===== src/ext_pin_irq_cfg.svh =====
`ifndef EXT_PIN_IRQ_CFG_SVH
`define EXT_PIN_IRQ_CFG_SVH
// =====================================================================
// register byte addresses
`define ADDR_PENDING 32'h4000A814
`define ADDR_IRQ_MASK 32'h4000A854
`define ADDR_CFG_A 32'h4000A860
`define ADDR_CFG_B 32'h4000A864
`define ADDR_CFG_C 32'h4000A868
`define ADDR_CFG_D 32'h4000A86C
`define ADDR_DBG_CFG 32'h4000BC00
`define ADDR_DBG_STATE 32'h4000BC04
`define ADDR_SEL_C 32'h4000BC14
`define ADDR_SEL_D 32'h4000BC18
// =====================================================================
// field positions
`define CFG_FILT_BIT 8
`define CFG_MODE_HI 7
`define CFG_MODE_LO 5
`define SEL_HI 4
`define DBG_DIS_BIT 5
`define DBG_REGEN_BIT 4
`define DBG_RSVD_BIT 3
`define ST_BOOT_BIT 3
`define ST_FORCED_BIT 1
`define ST_SWEN_BIT 0
// =====================================================================
// reset values and counts
`define SEL_C_RST 5'h0F
`define SEL_D_RST 5'h10
`define REGEN_RST 1'b1
`define PIN_COUNT 24
`define NUM_IRQ 4
`define FILT_LEN_DEF 4
`endif


===== src/ext_pin_irq_pkg.sv =====
package ext_pin_irq_pkg;
    typedef enum logic [2:0] {
        TRIG_OFF = 3'b000,
        TRIG_RISE = 3'b001,
        TRIG_FALL = 3'b010,
        TRIG_BOTH = 3'b011,
        TRIG_HIGH = 3'b100,
        TRIG_LOW = 3'b101
    } trig_mode_e;

    typedef struct packed {
        logic filt_en;
        trig_mode_e mode;
    } irq_cfg_s;

    typedef struct packed {
        logic [7:0] pc;
        logic [7:0] pb;
        logic [7:0] pa;
    } port_pins_s;

    typedef struct packed {
        logic active;
        logic forced;
        logic swen;
    } dbg_status_s;
endpackage


===== src/ext_pin_irq_and_debug_cfg.sv =====
// Implementation choice: the APB slave port.
`timescale 1ns/1ps
`default_nettype none
`include "ext_pin_irq_cfg.svh"

// =====================================================================
// one interrupt input path: synchroniser, filter, trigger detect
module irq_trigger_path
    import ext_pin_irq_pkg::*;
#(
    parameter int FILT_LEN = `FILT_LEN_DEF
) (
    // clock and reset
    input wire logic pclk,
    input wire logic presetn,
    // selected pin and its setup
    input wire logic pin,
    input wire irq_cfg_s cfg,
    // trigger pulse or level
    output logic trig
);
    localparam int CW = $clog2(FILT_LEN + 1);
    localparam logic [CW-1:0] FILT_LAST = CW'(FILT_LEN - 1);

    logic sync1_q;
    logic sync2_q;
    logic filt_q;
    logic [CW-1:0] filt_cnt_q;
    logic sig;
    logic prev_q;
    logic rise;
    logic fall;

    // =================================================================
    // synchroniser
    always_ff @(posedge pclk or negedge presetn) begin
        if (!presetn) begin
            sync1_q <= 1'b0;
            sync2_q <= 1'b0;
        end else begin
            sync1_q <= pin;
            sync2_q <= sync1_q;
        end
    end

    // =================================================================
    // filter: follows the input once it has held for FILT_LEN cycles
    always_ff @(posedge pclk or negedge presetn) begin
        if (!presetn) begin
            filt_q <= 1'b0;
            filt_cnt_q <= '0;
        end else if (sync2_q == filt_q) begin
            filt_cnt_q <= '0;
        end else if (filt_cnt_q == FILT_LAST) begin
            filt_q <= sync2_q;
            filt_cnt_q <= '0;
        end else begin
            filt_cnt_q <= filt_cnt_q + CW'(1);
        end
    end

    assign sig = cfg.filt_en ? filt_q : sync2_q;

    // =================================================================
    // edge history
    always_ff @(posedge pclk or negedge presetn) begin
        if (!presetn) begin
            prev_q <= 1'b0;
        end else begin
            prev_q <= sig;
        end
    end

    assign rise = sig & ~prev_q;
    assign fall = ~sig & prev_q;

    always_comb begin
        case (cfg.mode)
            TRIG_OFF: trig = 1'b0;
            TRIG_RISE: trig = rise;
            TRIG_FALL: trig = fall;
            TRIG_BOTH: trig = rise | fall;
            TRIG_HIGH: trig = sig;
            TRIG_LOW: trig = ~sig;
            default: trig = 1'b0;
        endcase
    end
endmodule

// =====================================================================
// top: four external interrupts and debug pin configuration
module ext_pin_irq_and_debug_cfg
    import ext_pin_irq_pkg::*;
#(
    parameter int FILT_LEN = `FILT_LEN_DEF
) (
    // clock and reset
    input wire logic pclk,
    input wire logic presetn,
    // apb slave
    input wire logic psel,
    input wire logic penable,
    input wire logic pwrite,
    input wire logic [31:0] paddr,
    input wire logic [31:0] pwdata,
    output logic [31:0] prdata,
    output logic pready,
    output logic pslverr,
    // pins
    input wire port_pins_s port_pins,
    input wire logic ext_interrupt_a,
    input wire logic ext_interrupt_b,
    input wire logic boot_select_pin_n,
    // debug port side
    input wire dbg_status_s dbg_status,
    input wire logic rsvd_hw_we,
    input wire logic rsvd_hw_val,
    output logic debug_port_permit,
    output logic regulator_override_enable,
    // interrupts
    output logic [3:0] irq_pending,
    output logic irq
);
    logic [3:0] pend_q;
    logic [3:0] pend_d;
    logic [3:0] mask_q;
    irq_cfg_s cfg_q [`NUM_IRQ];
    logic [4:0] sel_c_q;
    logic [4:0] sel_d_q;
    logic dbg_dis_q;
    logic regen_q;
    logic rsvd_q;
    logic boot_done_q;
    logic boot_low_q;
    logic [31:0] prdata_q;
    logic [31:0] rdata;
    logic hit;
    logic setup;
    logic wr;
    logic [3:0] trig;
    logic [3:0] src;
    logic [`PIN_COUNT-1:0] all_pins;
    logic wr_pend;
    logic wr_mask;
    logic wr_dbg;
    logic wr_sel_c;
    logic wr_sel_d;
    logic [`NUM_IRQ-1:0] wr_cfg;

    // =================================================================
    // pin selection for C and D
    assign all_pins = port_pins;

    function automatic logic pick(input logic [4:0] code,
                                  input logic [`PIN_COUNT-1:0] pins);
        // codes past the last pin read as a constant low
        if (code < 5'(`PIN_COUNT)) begin
            pick = pins[code];
        end else begin
            pick = 1'b0;
        end
    endfunction

    assign src[0] = ext_interrupt_a;
    assign src[1] = ext_interrupt_b;
    assign src[2] = pick(sel_c_q, all_pins);
    assign src[3] = pick(sel_d_q, all_pins);

    for (genvar i = 0; i < `NUM_IRQ; i++) begin : g_path
        irq_trigger_path #(
            .FILT_LEN(FILT_LEN)
        ) u_path (
            .pclk(pclk),
            .presetn(presetn),
            .pin(src[i]),
            .cfg(cfg_q[i]),
            .trig(trig[i])
        );
    end

    // =================================================================
    // apb decode
    assign setup = psel & ~penable;
    assign wr = psel & penable & pwrite;
    assign pready = 1'b1;
    assign pslverr = psel & penable & ~hit;
    assign prdata = prdata_q;

    // =================================================================
    // write strobes: paddr is compared in full, no aliasing
    assign wr_pend = wr && (paddr == `ADDR_PENDING);
    assign wr_mask = wr && (paddr == `ADDR_IRQ_MASK);
    assign wr_dbg = wr && (paddr == `ADDR_DBG_CFG);
    assign wr_sel_c = wr && (paddr == `ADDR_SEL_C);
    assign wr_sel_d = wr && (paddr == `ADDR_SEL_D);
    assign wr_cfg[0] = wr && (paddr == `ADDR_CFG_A);
    assign wr_cfg[1] = wr && (paddr == `ADDR_CFG_B);
    assign wr_cfg[2] = wr && (paddr == `ADDR_CFG_C);
    assign wr_cfg[3] = wr && (paddr == `ADDR_CFG_D);

    // unused bits read as zero; the reserved bit reads back its stored value
    always_comb begin
        rdata = 32'h00000000;
        hit = 1'b1;
        case (paddr)
            `ADDR_PENDING: rdata[3:0] = pend_q;
            `ADDR_IRQ_MASK: rdata[3:0] = mask_q;
            `ADDR_CFG_A: begin
                rdata[`CFG_FILT_BIT] = cfg_q[0].filt_en;
                rdata[`CFG_MODE_HI:`CFG_MODE_LO] = cfg_q[0].mode;
            end
            `ADDR_CFG_B: begin
                rdata[`CFG_FILT_BIT] = cfg_q[1].filt_en;
                rdata[`CFG_MODE_HI:`CFG_MODE_LO] = cfg_q[1].mode;
            end
            `ADDR_CFG_C: begin
                rdata[`CFG_FILT_BIT] = cfg_q[2].filt_en;
                rdata[`CFG_MODE_HI:`CFG_MODE_LO] = cfg_q[2].mode;
            end
            `ADDR_CFG_D: begin
                rdata[`CFG_FILT_BIT] = cfg_q[3].filt_en;
                rdata[`CFG_MODE_HI:`CFG_MODE_LO] = cfg_q[3].mode;
            end
            `ADDR_DBG_CFG: begin
                rdata[`DBG_DIS_BIT] = dbg_dis_q;
                rdata[`DBG_REGEN_BIT] = regen_q;
                rdata[`DBG_RSVD_BIT] = rsvd_q;
            end
            `ADDR_DBG_STATE: begin
                rdata[`ST_BOOT_BIT] = boot_low_q;
                rdata[`ST_FORCED_BIT] = dbg_status.forced;
                rdata[`ST_SWEN_BIT] = dbg_status.swen;
            end
            `ADDR_SEL_C: rdata[`SEL_HI:0] = sel_c_q;
            `ADDR_SEL_D: rdata[`SEL_HI:0] = sel_d_q;
            default: hit = 1'b0;
        endcase
    end

    // read data is captured at the end of the setup cycle
    always_ff @(posedge pclk or negedge presetn) begin
        if (!presetn) begin
            prdata_q <= 32'h00000000;
        end else if (setup && !pwrite) begin
            prdata_q <= rdata;
        end
    end

    // =================================================================
    // trigger configuration
    always_ff @(posedge pclk or negedge presetn) begin
        if (!presetn) begin
            for (int i = 0; i < `NUM_IRQ; i++) begin
                cfg_q[i] <= '{filt_en: 1'b0, mode: TRIG_OFF};
            end
        end else begin
            for (int i = 0; i < `NUM_IRQ; i++) begin
                if (wr_cfg[i]) begin
                    cfg_q[i].filt_en <= pwdata[`CFG_FILT_BIT];
                    cfg_q[i].mode <= trig_mode_e'(
                        pwdata[`CFG_MODE_HI:`CFG_MODE_LO]);
                end
            end
        end
    end

    // =================================================================
    // pin selectors
    always_ff @(posedge pclk or negedge presetn) begin
        if (!presetn) begin
            sel_c_q <= `SEL_C_RST;
        end else if (wr_sel_c) begin
            sel_c_q <= pwdata[`SEL_HI:0];
        end
    end

    always_ff @(posedge pclk or negedge presetn) begin
        if (!presetn) begin
            sel_d_q <= `SEL_D_RST;
        end else if (wr_sel_d) begin
            sel_d_q <= pwdata[`SEL_HI:0];
        end
    end

    // =================================================================
    // pending flags: a trigger in the clearing cycle wins
    always_comb begin
        pend_d = pend_q;
        if (wr_pend) begin
            pend_d = pend_q & ~pwdata[3:0];
        end
        pend_d = pend_d | trig;
    end

    always_ff @(posedge pclk or negedge presetn) begin
        if (!presetn) begin
            pend_q <= 4'h0;
        end else begin
            pend_q <= pend_d;
        end
    end

    always_ff @(posedge pclk or negedge presetn) begin
        if (!presetn) begin
            mask_q <= 4'h0;
        end else if (wr_mask) begin
            mask_q <= pwdata[3:0];
        end
    end

    assign irq_pending = pend_q;
    assign irq = |(pend_q & mask_q);

    // =================================================================
    // debug configuration
    always_ff @(posedge pclk or negedge presetn) begin
        if (!presetn) begin
            dbg_dis_q <= 1'b0;
        end else if (wr_dbg) begin
            dbg_dis_q <= pwdata[`DBG_DIS_BIT];
        end
    end

    always_ff @(posedge pclk or negedge presetn) begin
        if (!presetn) begin
            regen_q <= `REGEN_RST;
        end else if (wr_dbg) begin
            regen_q <= pwdata[`DBG_REGEN_BIT];
        end
    end

    // hardware may change the reserved bit and takes priority
    always_ff @(posedge pclk or negedge presetn) begin
        if (!presetn) begin
            rsvd_q <= 1'b0;
        end else if (rsvd_hw_we) begin
            rsvd_q <= rsvd_hw_val;
        end else if (wr_dbg) begin
            rsvd_q <= pwdata[`DBG_RSVD_BIT];
        end
    end

    // a debug port that is already active keeps its pins
    assign debug_port_permit = ~dbg_dis_q | dbg_status.active;
    assign regulator_override_enable = regen_q;

    // =================================================================
    // boot pin caught on the first edge after reset release
    always_ff @(posedge pclk or negedge presetn) begin
        if (!presetn) begin
            boot_done_q <= 1'b0;
            boot_low_q <= 1'b0;
        end else if (!boot_done_q) begin
            boot_done_q <= 1'b1;
            boot_low_q <= ~boot_select_pin_n;
        end
    end
endmodule
`default_nettype wire


===== config.mk =====
export PLATFORM = sky130hd
export DESIGN_NAME = ext_pin_irq_and_debug_cfg
export DESIGN_NICKNAME = d
export VERILOG_FILES = /design/src/ext_pin_irq_pkg.sv /design/src/ext_pin_irq_and_debug_cfg.sv
export VERILOG_INCLUDE_DIRS = /design/src
export SDC_FILE = /design/constraint.sdc
export NUM_CORES = 1
export LEC_CHECK = 0
export ABC_AREA = 1
export CAP_MARGIN = 0
export CELL_PAD_IN_SITES_DETAIL_PLACEMENT = 1
export CELL_PAD_IN_SITES_GLOBAL_PLACEMENT = 1
export CORE_ASPECT_RATIO = 1.2
export CORE_MARGIN = 1
export CORE_UTILIZATION = 33
export DETAILED_ROUTE_END_ITERATION = 6
export DONT_BUFFER_PORTS = 1
export PLACE_DENSITY = 0.7
export SETUP_SLACK_MARGIN = 0.4
export SLEW_MARGIN = 20
export SYNTH_ARGS = -nofsm -noshare
export SYNTH_HDL_FRONTEND = slang
export SYNTH_HIERARCHICAL = 1
export SYNTH_SLANG_ARGS = --single-unit

===== constraint.sdc =====
create_clock -name pclk -period 1.5 [get_ports pclk]
set_clock_uncertainty 0.2 [all_clocks]
set_input_delay 0.075 -clock pclk [delete_from_list [all_inputs] [get_ports pclk]]
set_output_delay 0.075 -clock pclk [all_outputs]
set_load 0.02 [all_outputs]

Word level (Yosys, flattened, before mapping) --
Cells that the tools add are included.
Cells by class: $add $sub $neg 4, order comparisons 4, equality and inequality tests 38, multiplexer cells 32, bitwise gates (word level) 37, reduce and logical (&&, ||, !) cells 18
Operators by type and width (number):
- 32-bit by 31-bit == test with 1-bit output (second input constant) | 10
- 3-bit by 2-bit == test with 1-bit output (second input constant) | 12
- 1-bit case mux with 5 select lines | 5
- 3-bit == test (second input constant) | 8
- 3-bit 2-to-1 mux | 8
- 1-bit inverter | 16
- 3-bit by 1-bit adder with 3-bit output (second input constant) | 4
- 1-bit AND | 12
- 3-bit by 1-bit == test with 1-bit output (second input constant) | 4
- 5-bit by 6-bit less-than comparator with 1-bit output (second input constant) | 2
- 3-bit case mux with 4 select lines | 1
- 1-bit 2-to-1 mux | 11
- 1-bit binary-select mux with 5-bit select | 2
- 1-bit logical AND | 10
- 5-bit less-than comparator (second input constant) | 2
- 2-bit case mux with 5 select lines | 1
- 10-bit OR reduction | 1
- 4-bit AND | 2
- 2-bit AND reduction | 4
- 1-bit case mux with 6 select lines | 1
- 1-bit bitwise OR | 5
- 1-bit == test | 4
- 4-bit 2-to-1 mux | 1
- 4-bit inverter | 1
- 6 further kinds | 6
Storage, ports and cells: register bits 76, input port bits 101, word-level logic and storage cells 171

Logic depth before layout (Yosys ltp) --
word-level depth 6, depth in mapped cells 12

Hierarchy --
The synthesis kept the hierarchy.
By module, submodules not included:
- ext_pin_irq_and_debug_cfg | instances 1, cells each 512, area each 3505.9 µm², seq. area each 1208.7 µm²
- irq_trigger_path | instances 4, cells each 43, area each 365.4 µm², seq. area each 175.2 µm²

Worst setup path before layout --
Ideal clock, no wire load.
kind reg2reg, start point reg sel_c_q[0], end point reg g_path[2].u_path.sync1_q, library setup time 0.117 ns, arrival 1.255 ns, required time 1.183 ns, setup slack -0.072 ns, stages on the path, launching flop included 7, path buffers 2, clock period less this slack 1.572 ns, cells stage by stage dfstp_2 > buf_2 > buf_2 > mux2i_1 > o221ai_1 > nand3_1 > nand2_1
Between the ends: cells in the longest elaborated chain, start to end 3, elaborated cells between the ends (all ways) 4, classes of those cells order compare (1); mux (3)
RTL lines:
- start: declaration | RTL line ext_pin_irq_and_debug_cfg.sv:128 | logic [4:0] sel_c_q;
- start signal: assignment | RTL line ext_pin_irq_and_debug_cfg.sv:271 | sel_c_q <= `SEL_C_RST;
- start signal: assignment | RTL line ext_pin_irq_and_debug_cfg.sv:273 | sel_c_q <= pwdata[`SEL_HI:0];
- 1-bit binary-select mux with 5-bit select | RTL line ext_pin_irq_and_debug_cfg.sv:158 | pick = pins[code];
- 1-bit 2-to-1 mux (implied by the code) | RTL line ext_pin_irq_and_debug_cfg.sv:158
- 1-bit 2-to-1 mux (*) | RTL line ext_pin_irq_and_debug_cfg.sv:157 | if (code < 5'(`PIN_COUNT)) begin
- named net src[2] | RTL line ext_pin_irq_and_debug_cfg.sv:141 | logic [3:0] src;
- end signal: assignment | RTL line ext_pin_irq_and_debug_cfg.sv:41 | sync1_q <= pin;
- end: declaration | RTL line ext_pin_irq_and_debug_cfg.sv:25 | logic sync1_q;
The timed path passes the listed nets; every way through them passes the cells marked *. The select of a mux whose other input is x is not followed. A chain may end at the register's enable or synchronous reset.

Worst setup path in the final report --
start point reg sel_d_q[0], end point reg g_path[3].u_path.sync1_q
Between the ends: cells in the longest elaborated chain, start to end 3, elaborated cells between the ends (all ways) 4, classes of those cells order compare (1); mux (3)
RTL lines:
- start: declaration | RTL line ext_pin_irq_and_debug_cfg.sv:129 | logic [4:0] sel_d_q;
- start signal: assignment | RTL line ext_pin_irq_and_debug_cfg.sv:279 | sel_d_q <= `SEL_D_RST;
- start signal: assignment | RTL line ext_pin_irq_and_debug_cfg.sv:281 | sel_d_q <= pwdata[`SEL_HI:0];
- 1-bit binary-select mux with 5-bit select | RTL line ext_pin_irq_and_debug_cfg.sv:158
- 1-bit 2-to-1 mux (implied by the code) | RTL line ext_pin_irq_and_debug_cfg.sv:158
- 1-bit 2-to-1 mux (*) | RTL line ext_pin_irq_and_debug_cfg.sv:157
- named net src[3] | RTL line ext_pin_irq_and_debug_cfg.sv:141
- end signal: assignment | RTL line ext_pin_irq_and_debug_cfg.sv:41
- end: declaration | RTL line ext_pin_irq_and_debug_cfg.sv:25
Marked as above.

==> summary.log <==
[critical_path] Worst path slowest cell dfrtp_2
[floorplanning] area of the placeable core 14500 um2
[global_route] pin count of the biggest net entering global routing 77
[critical_path] Arr. time, crit path 1.63 ns
[floorplanning] die height 136 um
[critical_path] reg2reg setup slack -0.11 ns
[detailed_routing] average wire per standard cell 17.2 um
[critical_path] maximum net fanout on the critical path 7
[yosys] cell types occupying the most area after synthesis dfrtp_1 (35%), nand2_1 (13%), inv_1 (7.0%), nor2_1 (5.7%), nand3_1 (4.4%)
[sta] Setup WS post-layout -0.106 ns
[pwr] worst vdd ir 547 uV
[critical_path] CP Launch Type register
[critical_path] crit path cell chain buf_12 -> buf_8 -> nor2_1 -> o22ai_2 -> o21ai_1 -> nand2_1 -> nand2_1 -> nand2_2
[sta] sum of negative setup slack -0.297 ns
[yosys] flip-flop cell with the highest count after synthesis dfrtp_1
[critical_path] Reg2Reg Depth 8
[yosys] average cell area after synthesis 7.26 um2
[clock_tree] buffer levels on the longest clock path 2
[cells_and_area] Final Instance Area 7280 um2
[critical_path] cell repeated most along the worst path nand2_1
[cells_and_area] relative area change from synthesis to final layout 46.5%
[job] max-cap check violation count 0
[yosys] number of flops mapped to enable cells by yosys 0
[critical_path] critical path endpoint g_path[3].u_path/sync1_q
[yosys] Yosys top cell area share 35.3%
[sta] final setup violation count 7
[yosys] count of warnings emitted by yosys 6
[cells_and_area] number of nets in the finished design 894
[floorplanning] Die Width 114 um
[floorplanning] number of top-level pins 142
[placement] half-perimeter wire length of the detailed placement result 11700 um
[yosys] sequential cell area fraction in the yosys report 38.4%
[worst_hold_path] worst min-delay path class primary input to asynchronous set/reset pin
[sta] setup repair after global routing missed its margin true
[floorplanning] area of the die 15500 um2
[yosys] post-synthesis cell type with the largest combined area dfrtp_1
[sta] final clock period utilization by the worst path 107%
[status] run status finished, violations left
[critical_path] capturing point of the worst reg2reg path g_path[3].u_path/sync1_q
[floorplanning] starting utilization of the core area 34.2%
[cells_and_area] layout cell share with drive strength beyond 1 43.0%
[clock_tree] Clock Sinks 76
[critical_path] launching instance or port of the critical path sel_d_q[0]
[critical_path] critical path required time 1.53 ns
[clock_tree] Post-CTS Hold Fix Bufs 24
[clock_tree] depth of the CTS H-tree 3
[clock_tree] CTS tree done
[yosys] summed instance area of the synthesized netlist 4970 um2
[clock_tree] number of CTS-inserted buffers 9
[sta] highest attainable clock frequency 623 MHz
[global_route] GR Util All Layers 21.8%
[yosys] fraction of synthesis flops using an asynchronous set or reset pin 100%
[yosys] #FFs+latches synth 76
[cells_and_area] number of fill cells 1729
[critical_path] category of the worst setup path capture point register
[detailed_routing] number of nets with antenna violations after routing 0
[yosys] count of distinct cell types in the synthesized netlist 42
[global_route] wire length of the first global-routing pass 25800 um
[pwr] total power consumption of the routed design 5.74 mW
[detailed_routing] final routed DRC violation total 0
[clock_tree] library cell used as clock root buffer clkbuf_16
[sta] number of hold-slack violations in the final timing report 90
[sta] Hold Worst Slack -0.776 ns
[critical_path] crit-path max cell delay 0.44 ns
[cells_and_area] diode count 0
[pwr] PD cells 789 nW/um2
[floorplanning] Cell Rows 48
[critical_path] critical setup path kind register to register
[status] violations in the final reports hold timing, setup timing
[placement] port bufs 0
[global_route] initial antenna violation count 0
[pwr] Static Leak 3.36 nW
[clock_tree] clk slew on worst S/H paths 0.06 ns
[critical_path] startpoint of the worst-slack reg-to-reg timing path sel_d_q[0]
[yosys] Synth Instances 684
[sta] Period minus WS final 1.61 ns
[detailed_routing] Via Count 4856
[global_route] GRT overflow 0
[clock_tree] clock insertion delay at the later pin of the skew report 0.34 ns
[global_route] via count of the first global-routing pass 5198
[placement] Post-Place Cell Area 5530 um2
[placement] RD Place Congestion 0.844
[detailed_routing] via density per instance 4.92
[detailed_routing] Detailed Route WL 17000 um
[detailed_routing] DRC violation total after the first TritonRoute iteration 176
[detailed_routing] Pre-antenna DRT Iters 4
[sta] Final Max Slew Viols 0
how the worst min path moves through the flow:
stage / depth (start not counted) / startpoint / slack [ns] / to
after floorplan: 0 / presetn / -0.42 / boot_done_q
after global placement: 0 / presetn / -0.42 / g_path[0].u_path/sync1_q
after detailed placement: 0 / presetn / -0.42 / g_path[0].u_path/sync2_q
after CTS: 0 / presetn / -0.79 / g_path[2].u_path/prev_q
after global routing: 0 / presetn / -0.79 / g_path[2].u_path/prev_q
final: 0 / presetn / -0.78 / g_path[0].u_path/sync2_q
final cells by class:
cell class / instances / area (um2) / area share, %
multi-input cells: 502 / 3420 / 47.0
flip-flops and latches: 76 / 1930 / 26.6
repair buffers: 96 / 915 / 12.6
inverters: 96 / 499 / 6.86
well taps: 200 / 250 / 3.44
clock buffers: 11 / 233 / 3.20
clock inverters: 5 / 28.8 / 0.396
state kept, by name, indices dropped and copies added, names as in the netlist:
name                       count
boot_done_q                    1
boot_low_q                     1
cfg_q                         16
dbg_dis_q                      1
g_path.u_path/filt_cnt_q      12
g_path.u_path/filt_q           4
g_path.u_path/prev_q           4
g_path.u_path/sync1_q          4
g_path.u_path/sync2_q          4
irq_pending                    4
mask_q                         4
prdata                         9
regulator_override_enable      1
rsvd_q                         1
sel_c_q                        5
sel_d_q                        5
worst max-delay path, delay by kind of cell, from the launching register on:
| family | cells | cell delay (ns) |
|---|---|---|
| simple gates | 4 | 0.34 |
| buf+inv | 2 | 0.28 |
| flops | 1 | 0.44 |
| compound gates | 2 | 0.23 |
cell usage after synthesis (2+ instances only):
cell	number
nor2_1	75
buf_4	24
a211oi_1	2
o21ai_0	27
conb_1	2
dfrtp_1	70
o21ai_2	4
nand4_1	14
nand2_2	9
buf_2	6
nor3_4	2
o211ai_1	2
o221ai_1	4
o21ai_1	35
nor2_4	5
xnor2_1	4
nor3_1	10
a21oi_1	10
nor3b_2	4
nor2_8	3
o22ai_1	2
or2_2	4
ha_1	12
mux2i_1	2
o21bai_1	5
nand2_4	5
dfstp_2	6
nand2_1	178
clkbuf_1	3
nor2_2	8
inv_1	93
nand3_1	44
cell families after synthesis:
kind of cell               synth area share (%)
xor gates and xnor gates                  0.705
other                                     0.151
and+or+nand+nor                            34.4
adders and majority gates                  3.02
AOI/OAI and AO/OA                          10.9
buffers and inverters                      12.0
muxes                                     0.403
DFF                                        38.4
power breakdown:
group | switching [mW] | internal, mW | total (mW)
logic | 0.636 | 0.713 | 1.35
clock network | 0.876 | 1.11 | 1.99
registers | 0.170 | 2.23 | 2.40
total | 1.68 | 4.06 | 5.74
timing repair:
item	CTS	global route
endpoints found under the setup margin	59	75
cloned	0	1
resized for setup	118	134
endpoints found under the hold margin	125	84
setup buffers	27	15
pin swaps	58	64
stage by stage:
stage	worst slack [ns]	utilization, %	cells
floorplan	0.0449	-	707
global route	-0.174	50.1	986
finish	-0.106	50.1	986
CTS	-0.0733	46.0	970
global placement	-0.103	38.1	903
detailed placement	-0.128	38.1	903
cells in the final DEF (no fill, tap or decap), types with 5 or more instances in the layout:
master         instances
clkinv_2               5
nand2_4               23
clkbuf_16              9
nor3_1                 6
dfrtp_1               52
conb_1                25
nand3_1               30
o21ai_1               36
nor2_2                22
o21ai_0                7
nor2_4                24
ha_4                   6
o21bai_1               5
buf_6                 25
nand3_2               14
nand2_1              111
a21oi_1                7
nand2_2               56
dfstp_2                6
nor2_1                42
inv_4                  5
buf_4                 43
inv_2                 10
dfrtp_2               18
nand4_1               14
inv_1                 73
dlygate4sd3_1         24
o21ai_2               20
metal layers:
metal  part of all wire [%]  routed length, um  global-route usage, %
met5                      0                  0                      0
met4                    2.5                425                   9.31
met2                     57               9610                   42.2
met3                    3.4                580                   4.15
met1                     37               6360                   22.6
(Power assumes the default switching activity.)
